**src/design/opp_pkg.sv**
```systemverilog
// Constants shared by the byte-wide PROM programmer controller.
// Assumes a 100 MHz reference clock and the device strapped into its PROM mode.
package opp_pkg;
  localparam int unsigned CLK_PERIOD_NS = 10;
  localparam int unsigned ADDR_W = 17;
  localparam int unsigned DATA_W = 8;
  localparam logic [16:0] ADDR_LOW = 17'h00000;
  localparam logic [16:0] ADDR_TOP = 17'h0EDFF;
  localparam logic [16:0] ADDR_FIRST_UNIMPL = 17'h0EE00;
  localparam logic [16:0] ADDR_SPACE_TOP = 17'h1FFFF;
  localparam logic [7:0] BLANK_BYTE = 8'hFF;
  // Pulse widths in microseconds, as printed in milliseconds times 1000.
  localparam int unsigned PROGRAM_PULSE_WIDTH_US = 200;
  localparam int unsigned OVERWRITE_PULSE_MIN_US = 190;
  localparam int unsigned OVERWRITE_PULSE_MAX_US = 5250;
  localparam int unsigned PROGRAM_PULSE_CYC = PROGRAM_PULSE_WIDTH_US * 1000 / CLK_PERIOD_NS;
  localparam int unsigned OVERWRITE_MIN_CYC =
    (OVERWRITE_PULSE_MIN_US * 1000 + CLK_PERIOD_NS - 1) / CLK_PERIOD_NS;
  localparam int unsigned OVERWRITE_MAX_CYC = OVERWRITE_PULSE_MAX_US * 1000 / CLK_PERIOD_NS;
  // Setup and hold margins, 2 us each.
  localparam int unsigned SETUP_US = 2;
  localparam int unsigned SETUP_CYC = SETUP_US * 1000 / CLK_PERIOD_NS;
  localparam int unsigned TRIES_RESET = 0;
  localparam int unsigned MAX_TRIES = 25;
  localparam int unsigned CNT_W = 20;
endpackage : opp_pkg

```
**src/design/opp_buf2.sv**
```systemverilog
// Two-entry buffer with valid and ready on both sides.
// Assumes a single clock; the clock enable freezes all state.
`timescale 1ns/1ps
`default_nettype none
module opp_buf2 #(
  parameter int unsigned WIDTH = 25
) (
  // Clock and control
  input wire logic clk_i,
  input wire logic rst_i,
  input wire logic en_i,
  // Fill side
  input wire logic in_valid_i,
  output logic in_ready_o,
  input wire logic [WIDTH-1:0] in_data_i,
  // Drain side
  output logic out_valid_o,
  input wire logic out_ready_i,
  output logic [WIDTH-1:0] out_data_o
);
  logic [WIDTH-1:0] mem_q [2];
  logic [WIDTH-1:0] mem_d [2];
  logic rd_q, rd_d, wr_q, wr_d;
  logic [1:0] cnt_q, cnt_d;
  logic rdy_q, rdy_d;
  logic push, pop;

  always_comb
  begin
    push = in_valid_i && (cnt_q != 2'h2);
    pop = (cnt_q != 2'h0) && out_ready_i;
    mem_d = mem_q;
    if (push)
    begin
      mem_d[wr_q] = in_data_i;
    end
    wr_d = push ? ~wr_q : wr_q;
    rd_d = pop ? ~rd_q : rd_q;
    cnt_d = cnt_q + {1'b0, push} - {1'b0, pop};
    // Ready is kept in its own flop so the upstream port sees no gate delay.
    rdy_d = (cnt_d != 2'h2);
  end

  always_ff @(posedge clk_i)
  begin
    if (rst_i)
    begin
      mem_q[0] <= '0;
      mem_q[1] <= '0;
      rd_q <= 1'b0;
      wr_q <= 1'b0;
      cnt_q <= 2'h0;
      rdy_q <= 1'b1;
    end
    else if (en_i)
    begin
      mem_q <= mem_d;
      rd_q <= rd_d;
      wr_q <= wr_d;
      cnt_q <= cnt_d;
      rdy_q <= rdy_d;
    end
  end

  assign in_ready_o = rdy_q;
  assign out_valid_o = (cnt_q != 2'h0);
  assign out_data_o = mem_q[rd_q];
endmodule // opp_buf2
`default_nettype wire

```
**src/design/opp_prog.sv**
```systemverilog
// PROM programmer controller: takes address/data words from a stream and
// writes each byte up to the array top with a write-then-verify loop on the device pins.
// Assumes the device is already strapped into PROM mode and its data pins are
// asynchronous to ref_clk_i; the programming voltage is handled elsewhere.
//
// Summary of operation
// RULE_01 - Pin pattern picks write, verify or inhibit.
// RULE_02 - One byte per program cycle, never pages.
// RULE_03 - Pulse, verify, repeat until byte matches; the code stops after MAX_TRIES pulses and reports a failure.
// RULE_04 - Only program addresses up to the top.
// RULE_05 - Never program at or above unimplemented start.
// RULE_06 - Image above array holds all-ones bytes.
// RULE_07 - Initial pulse nominal, overwrite within limits.
// RULE_08 - Device enters PROM mode only by straps.
// RULE_09 - Device drives data only during verify.
`timescale 1ns/1ps
`default_nettype none
module opp_prog #(
  parameter int unsigned ADDR_W = opp_pkg::ADDR_W,
  parameter int unsigned DATA_W = opp_pkg::DATA_W,
  parameter int unsigned PULSE_CYC = opp_pkg::PROGRAM_PULSE_CYC,
  parameter int unsigned OVW_CYC = opp_pkg::OVERWRITE_MIN_CYC,
  parameter int unsigned SETUP_CYC = opp_pkg::SETUP_CYC,
  parameter int unsigned MAX_TRIES = opp_pkg::MAX_TRIES
) (
  // Clock, reset, enable
  input wire logic ref_clk_i,
  input wire logic sys_rst_i,
  input wire logic clk_en_i,
  // Request stream: address and byte to program
  input wire logic req_valid_i,
  output logic req_ready_o,
  input wire logic [ADDR_W-1:0] req_addr_i,
  input wire logic [DATA_W-1:0] req_data_i,
  // Result stream
  output logic rsp_valid_o,
  input wire logic rsp_ready_i,
  output logic rsp_ok_o,
  output logic rsp_skipped_o,
  output logic [DATA_W-1:0] rsp_readback_o,
  // Device pins
  output logic chip_select_n_o,
  output logic output_gate_n_o,
  output logic program_strobe_n_o,
  output logic [ADDR_W-1:0] prom_address_bus_o,
  output logic [DATA_W-1:0] prom_data_bus_o,
  output logic prom_data_bus_oe_o,
  input wire logic [DATA_W-1:0] prom_data_bus_i
);
  typedef enum logic [2:0] {
    OPP_IDLE, OPP_SETUP, OPP_PULSE, OPP_HOLD, OPP_VSETUP, OPP_VREAD, OPP_DONE
  } opp_state_t;

  localparam int unsigned CNT_W = opp_pkg::CNT_W;
  localparam int unsigned BW = ADDR_W + DATA_W;

  //////////////////////////////////////////////////////////////////////////////
  // Input buffer and pin synchroniser.

  logic buf_valid, buf_ready;
  logic [BW-1:0] buf_data;
  logic [DATA_W-1:0] sync1_q, sync2_q;

  opp_buf2 #(.WIDTH(BW)) u_buf (
    .clk_i(ref_clk_i),
    .rst_i(sys_rst_i),
    .en_i(clk_en_i),
    .in_valid_i(req_valid_i),
    .in_ready_o(req_ready_o),
    .in_data_i({req_addr_i, req_data_i}),
    .out_valid_o(buf_valid),
    .out_ready_i(buf_ready),
    .out_data_o(buf_data)
  );

  always_ff @(posedge ref_clk_i)
  begin
    if (sys_rst_i)
    begin
      sync1_q <= '0;
      sync2_q <= '0;
    end
    else if (clk_en_i)
    begin
      sync1_q <= prom_data_bus_i;
      sync2_q <= sync1_q;
    end
  end

  //////////////////////////////////////////////////////////////////////////////
  // Write-then-verify sequencer.

  opp_state_t st_q, st_d;
  logic [CNT_W-1:0] cnt_q, cnt_d;
  logic [7:0] tries_q, tries_d;
  logic [ADDR_W-1:0] addr_q, addr_d;
  logic [DATA_W-1:0] data_q, data_d, rb_q, rb_d;
  logic ce_q, ce_d, oe_q, oe_d, pgm_q, pgm_d, drv_q, drv_d;
  logic rv_q, rv_d, ok_q, ok_d, skip_q, skip_d;

  always_comb
  begin
    st_d = st_q;
    cnt_d = cnt_q;
    tries_d = tries_q;
    addr_d = addr_q;
    data_d = data_q;
    rb_d = rb_q;
    ce_d = ce_q;
    oe_d = oe_q;
    pgm_d = pgm_q;
    drv_d = drv_q;
    rv_d = rv_q;
    ok_d = ok_q;
    skip_d = skip_q;
    buf_ready = 1'b0;
    if (rv_q && rsp_ready_i)
    begin
      rv_d = 1'b0;
    end
    case (st_q)
      OPP_IDLE:
      begin
        // Inhibit pattern: all controls high, bus released.
        ce_d = 1'b1; // RULE_01
        oe_d = 1'b1;
        pgm_d = 1'b1;
        drv_d = 1'b0;
        if (buf_valid && !rv_q)
        begin
          buf_ready = 1'b1;
          addr_d = buf_data[BW-1:DATA_W];
          data_d = buf_data[DATA_W-1:0];
          tries_d = 8'h00;
          cnt_d = '0;
          if (buf_data[BW-1:DATA_W] > opp_pkg::ADDR_TOP) // RULE_04 RULE_05
          begin
            // Above the array the image is blank; report and never strobe.
            ok_d = (buf_data[DATA_W-1:0] == opp_pkg::BLANK_BYTE); // RULE_06
            skip_d = 1'b1;
            rb_d = opp_pkg::BLANK_BYTE;
            st_d = OPP_DONE;
          end
          else
          begin
            skip_d = 1'b0;
            st_d = OPP_SETUP;
          end
        end
      end
      OPP_SETUP:
      begin
        // Write pattern: select low, gate high, data driven before strobe.
        ce_d = 1'b0; // RULE_01 RULE_02
        oe_d = 1'b1;
        drv_d = 1'b1;
        cnt_d = cnt_q + CNT_W'(1);
        if (cnt_q == CNT_W'(SETUP_CYC - 1))
        begin
          cnt_d = '0;
          pgm_d = 1'b0;
          st_d = OPP_PULSE;
        end
      end
      OPP_PULSE:
      begin
        cnt_d = cnt_q + CNT_W'(1);
        // First pulse nominal width, later ones overwrite width.
        if ((tries_q == 8'h00 && cnt_q == CNT_W'(PULSE_CYC - 1)) ||
            (tries_q != 8'h00 && cnt_q == CNT_W'(OVW_CYC - 1))) // RULE_07
        begin
          cnt_d = '0;
          pgm_d = 1'b1;
          st_d = OPP_HOLD;
        end
      end
      OPP_HOLD:
      begin
        // Data held past the strobe's rise before the bus is released.
        cnt_d = cnt_q + CNT_W'(1);
        if (cnt_q == CNT_W'(SETUP_CYC - 1))
        begin
          cnt_d = '0;
          drv_d = 1'b0;
          st_d = OPP_VSETUP;
        end
      end
      OPP_VSETUP:
      begin
        // Gate goes low only after our driver is off, avoiding contention.
        oe_d = 1'b0; // RULE_01 RULE_09
        cnt_d = cnt_q + CNT_W'(1);
        if (cnt_q == CNT_W'(SETUP_CYC - 1))
        begin
          cnt_d = '0;
          st_d = OPP_VREAD;
        end
      end
      OPP_VREAD:
      begin
        // Three cycles more let the read byte through the synchroniser.
        cnt_d = cnt_q + CNT_W'(1);
        if (cnt_q == CNT_W'(2))
        begin
          cnt_d = '0;
          oe_d = 1'b1;
          rb_d = sync2_q;
          tries_d = tries_q + 8'h01;
          if (sync2_q == data_q) // RULE_03
          begin
            ok_d = 1'b1;
            st_d = OPP_DONE;
          end
          else if (tries_q == 8'(MAX_TRIES - 1))
          begin
            ok_d = 1'b0;
            st_d = OPP_DONE;
          end
          else
          begin
            st_d = OPP_SETUP;
          end
        end
      end
      OPP_DONE:
      begin
        ce_d = 1'b1;
        oe_d = 1'b1;
        rv_d = 1'b1;
        st_d = OPP_IDLE;
      end
      default:
      begin
        st_d = OPP_IDLE;
      end
    endcase
  end

  always_ff @(posedge ref_clk_i)
  begin
    if (sys_rst_i)
    begin
      st_q <= OPP_IDLE;
      cnt_q <= '0;
      tries_q <= 8'h00;
      addr_q <= '0;
      data_q <= '0;
      rb_q <= '0;
      ce_q <= 1'b1;
      oe_q <= 1'b1;
      pgm_q <= 1'b1;
      drv_q <= 1'b0;
      rv_q <= 1'b0;
      ok_q <= 1'b0;
      skip_q <= 1'b0;
    end
    else if (clk_en_i)
    begin
      st_q <= st_d;
      cnt_q <= cnt_d;
      tries_q <= tries_d;
      addr_q <= addr_d;
      data_q <= data_d;
      rb_q <= rb_d;
      ce_q <= ce_d;
      oe_q <= oe_d;
      pgm_q <= pgm_d;
      drv_q <= drv_d;
      rv_q <= rv_d;
      ok_q <= ok_d;
      skip_q <= skip_d;
    end
  end

  assign chip_select_n_o = ce_q;
  assign output_gate_n_o = oe_q;
  assign program_strobe_n_o = pgm_q;
  assign prom_address_bus_o = addr_q;
  assign prom_data_bus_o = data_q;
  assign prom_data_bus_oe_o = drv_q;
  assign rsp_valid_o = rv_q;
  assign rsp_ok_o = ok_q;
  assign rsp_skipped_o = skip_q;
  assign rsp_readback_o = rb_q;
endmodule // opp_prog
`default_nettype wire

```
**config.mk**
```make
export PLATFORM = sky130hd
export DESIGN_NAME = opp_prog
export DESIGN_NICKNAME = d
export VERILOG_FILES = /design/src/design/opp_pkg.sv /design/src/design/opp_buf2.sv /design/src/design/opp_prog.sv
export SDC_FILE = /design/constraint.sdc
export NUM_CORES = 1
export LEC_CHECK = 0
export BUFFER_PORTS_ARGS = -buffer_cell sky130_fd_sc_hd__buf_2
export CORE_UTILIZATION = 34
export DETAILED_ROUTE_END_ITERATION = 7
export PLACE_DENSITY = 0.48
export SYNTH_ARGS = -nofsm -noshare
export SYNTH_HDL_FRONTEND = slang
export SYNTH_SLANG_ARGS = --single-unit
```
**constraint.sdc**
```tcl
create_clock -name ref_clk_i -period 2.9 [get_ports ref_clk_i]
set_clock_uncertainty 0.05 [all_clocks]
set_input_delay 0.145 -clock ref_clk_i [delete_from_list [all_inputs] [get_ports ref_clk_i]]
set_output_delay 0.145 -clock ref_clk_i [all_outputs]
set_load 0.1 [all_outputs]
```
==> impl_metrics.py <==
metrics = {
    "worst_setup_path": {
        "cpPeakStageDelay_ps": 610,
        "path_cells": "nor2_1, nand2_1, nor2_1, ha_1, inv_1, ha_1, xor2_1, xnor2_1, or3_1, o21ai_0, nand2_1",
        "crit_slowest_cell": "dfxtp_1",
        "worst-path-buf-inv": 1,
        "critPathTopFamily": "simple AND/OR/NAND/NOR gates",
        "crit_type": "reg2reg",
        "cp_max_fo": 12,
        "arrival_ps": 2660,
        "cp-start-kind": "flop",
        "endpoint_kind": "flop",
        "cp.required_ps": 3130,
    },
    "clock_network": {
        "cts_buffer_depth": 2,
        "cts_tree": "yes",
        "cts.sinks": 142,
        "clock-root-buffer": "clkbuf_16",
        "cts_setup_buffers": 0,
        "insertion_delay_ps": 410,
        "cts_buffers": 17,
        "cts.htree.levels": 4,
        "clkTransAtPathRegs_ps": 60,
    },
    "place": {
        "place_area_um2": 6872,
        "port_buffers": 78,
        "place_congestion": 0.7989,
        "dp_cells": 1002,
        "place.detailed.hpwl_um": 10530,
    },
    "timing": {
        "period_needed_ps": 2426,
        "rsz0062_at_grt": "no",
        "worstMarginPinSlew_ps": 1230,
        "fmax_ghz": 0.4123,
        "setup-tns-final_ps": 0,
        "hold_violations": 0,
        "setup-violations-final": 0,
        "timing.final.crit_share_pct": 83.64,
        "drv_slew": 0,
        "slew_headroom_pct": 18.03,
        "holdWs_ps": 111.5,
    },
    "route": {
        "routed_via_density": 5.047,
        "ant_nets": 0,
        "dr.pass1.iters": 5,
        "drt_iter0_markers": 310,
        "drc": 0,
        "post_drt_wl_per_cell_um": 14.90,
        "wirelength_um": 15870,
        "num_vias": 5375,
    },
    "synthesis": {
        "yosysUniqueCellTypes": 70,
        "synth_compound_area_share_pct": 15.03,
        "netlist_area_um2": 6276,
        "yosysWarnings": 0,
        "synth_seq_cells": 142,
        "postSynthAreaPerCell_um2": 8.693,
        "synth-edff-count": 0,
        "synthAdderAreaFrac_pct": 1.196,
        "syn_inst": 722,
        "syn-num-nets": 766,
        "synth_top_family_by_area": "simple AND/OR/NAND/NOR gates",
        "synth_sequential_area_ratio_pct": 45.30,
        "synthArstFlopShare_pct": 0,
        "synth-simple-area-share_pct": 22.49,
        "synth_mux_area_share_pct": 7.516,
        "synthXorXnorAreaFrac_pct": 4.605,
        "synthFlopType": "dfxtp_1",
    },
    "cells_and_area": {
        "multi_input_area_um2": 3202,
        "register_area_um2": 2844,
        "antennaDiodeCount": 0,
        "fin_cells": 1065,
        "layout-drive-gt1-share_pct": 19.26,
        "fin_nets": 870,
        "final_area_um2": 7770,
        "area_growth_pct": 23.80,
        "n_fill_cell": 1838,
    },
    "power": {
        "p_leak_uw": 0.002919,
        "ir_worst_vdd_mv": 0.5721,
        "p_per_area_nw_per_um2": 849.9,
    },
    "floorplanning": {
        "core_region_area_um2": 18020,
        "fp.dieH_um": 137.9,
        "row_count": 49,
        "ioPinCount": 79,
        "die_w_um": 137.9,
        "fp.dieArea_um2": 19010,
        "initial_core_util_pct": 34.82,
    },
    "run_status": {
        "status": "completed",
    },
    "flow_run": {
        "maxCapViolCount": 0,
    },
    "global_routing": {
        "grt_pass1_vias": 5160,
        "antenna_found_initial": 0,
        "grt_start_max_net_pins": 113,
        "grt_pass1_wl_um": 25800,
        "grt_overflow": 0,
        "track_usage_pct": 17.42,
    },
    "hold_path": {
        "hold_class": "in2reg",
    },
}
[cell usage after synthesis (3+ instances only)]
cell      instances  area, um2
dfxtp_1         142       2843
nand2_1         123      461.7
nor2_1           95      356.6
a21oi_1          62      310.3
mux2i_1          46      460.4
a211oi_1         33      247.7
clkbuf_1         32      120.1
xor2_1           20      175.2
nand3_1          14      70.07
nand4_1          14      87.58
inv_1            13      48.80
xnor2_1          13      113.9
nor2_2           10      62.56
o21ai_0          10      50.05
nor3_1            8      40.04
ha_1              6      75.07
nor4_2            4      50.05
buf_2             3      15.01
nor2b_1           3      18.77
nor3_2            3      30.03
nor4_1            3      18.77
o31ai_1           3      22.52
or3_1             3      18.77
or4_1             3      22.52
[through the flow]
stage,power (uW),worst slack (ps),util [%]
2_1_floorplan,4113,170.1,-
3_3_place_gp,4515,565.5,38.12
3_5_place_dp,4551,489.1,38.12
4_1_cts,6676,475.2,43.11
5_1_grt,6930,260.5,43.11
6_report,6604,474.5,43.11
[final cells by class]
class | count | share of cell area [%]
Sequential cell | 142 | 36.60
Clock inverter | 6 | 0.7729
Clock buffer | 23 | 6.409
Tap cell | 229 | 3.688
Inverter | 13 | 0.6280
Multi-Input combinational cell | 527 | 41.21
Timing Repair Buffer | 125 | 10.69
[cell usage in the layout, fill, tap and decap left out, types with 2 or more instances in the layout]
cell type,count
o22ai_1,2
a211oi_1,33
a211oi_2,2
nand3_2,2
o2111ai_1,2
o21ai_2,2
nor2_1,93
nor3_4,3
o31ai_1,3
clkinv_2,3
clkbuf_16,17
nor3_1,8
clkinvlp_4,2
clkbuf_8,5
nor2_2,12
nor4_1,3
o21ai_0,10
nor2b_1,3
buf_2,77
or4_1,3
or3_1,3
and3_1,2
dfxtp_1,141
dlygate4sd3_1,34
inv_1,13
nor3_2,2
buf_4,14
xor2_1,20
nor4_2,4
a21oi_1,62
nand2_1,123
o211ai_1,2
xnor2_1,13
o21bai_1,2
ha_1,6
nand4_1,14
nand3_1,14
mux2i_1,46
[metal layers]
layer | vias to the layer above | wire [um] | track usage (%)
met5 | - | 0 | 0
met4 | 0 | 217 | 5.676
met3 | 15 | 576 | 4.313
met2 | 95 | 7630 | 28.17
met1 | 2545 | 7448 | 22.61
li1 | 2720 | - | -
[where the power goes]
group	internal, uW	switching (uW)	leakage, uW	total [uW]
Sequential	2150	164	0.00115	2310
Clock	1270	794	0.000273	2070
Combinational	585	1640	0.00149	2220
[registers in the layout, indices dropped and copies added, names as in the netlist]
register,flops
cnt_q,20
sync1_q,8
u_buf.mem_q,50
program_strobe_n_o,1
rsp_readback_o,8
rsp_ok_o,1
prom_address_bus_o,17
rsp_valid_o,1
tries_q,8
output_gate_n_o,1
u_buf.wr_q,1
chip_select_n_o,1
st_q,3
rsp_skipped_o,1
prom_data_bus_oe_o,1
prom_data_bus_o,8
u_buf.in_ready_o,1
u_buf.rd_q,1
sync2_q,8
u_buf.cnt_q,2
[timing repair]
action                                 in CTS  in global routing
endpoints found under the hold margin      59                  0
gates resized for setup                     0                  0
hold buffers                               34                  0
[cell families (layout without fill, tap and decap cells)]
group / after synthesis / in the layout
simple gates: 301 / 301
buf+inv: 53 / 167
fa+ha+maj: 6 / 6
mux: 47 / 47
xor+xnor: 33 / 33
flops: 142 / 142
compound gates: 140 / 140
[worst reg2reg max path, stage by stage (launching register included)]
cell and delay, ps:
dfxtp_1 610, nor2_1 160, nand2_1 190, nor2_1 60
ha_1 290, inv_1 40, ha_1 170, xor2_1 200
xnor2_1 90, or3_1 300, o21ai_0 80, nand2_1 60
[path summary, 6_finish.rpt]
path	start	end	slack, ps	cells after the start
hold / removal	sys_rst_i	u_buf.in_ready_o$_SDFFE_PP1P_	110	3
hold reg to reg	u_buf.mem_q[9]$_SDFFE_PP0P_	u_buf.mem_q[9]$_SDFFE_PP0P_	400	2
setup / recovery	st_q[1]$_SDFFE_PP0P_	u_buf.in_ready_o$_SDFFE_PP1P_	470	11
setup reg to reg	st_q[1]$_SDFFE_PP0P_	u_buf.in_ready_o$_SDFFE_PP1P_	470	11
Note: power is estimated with default switching activity, not from simulation.
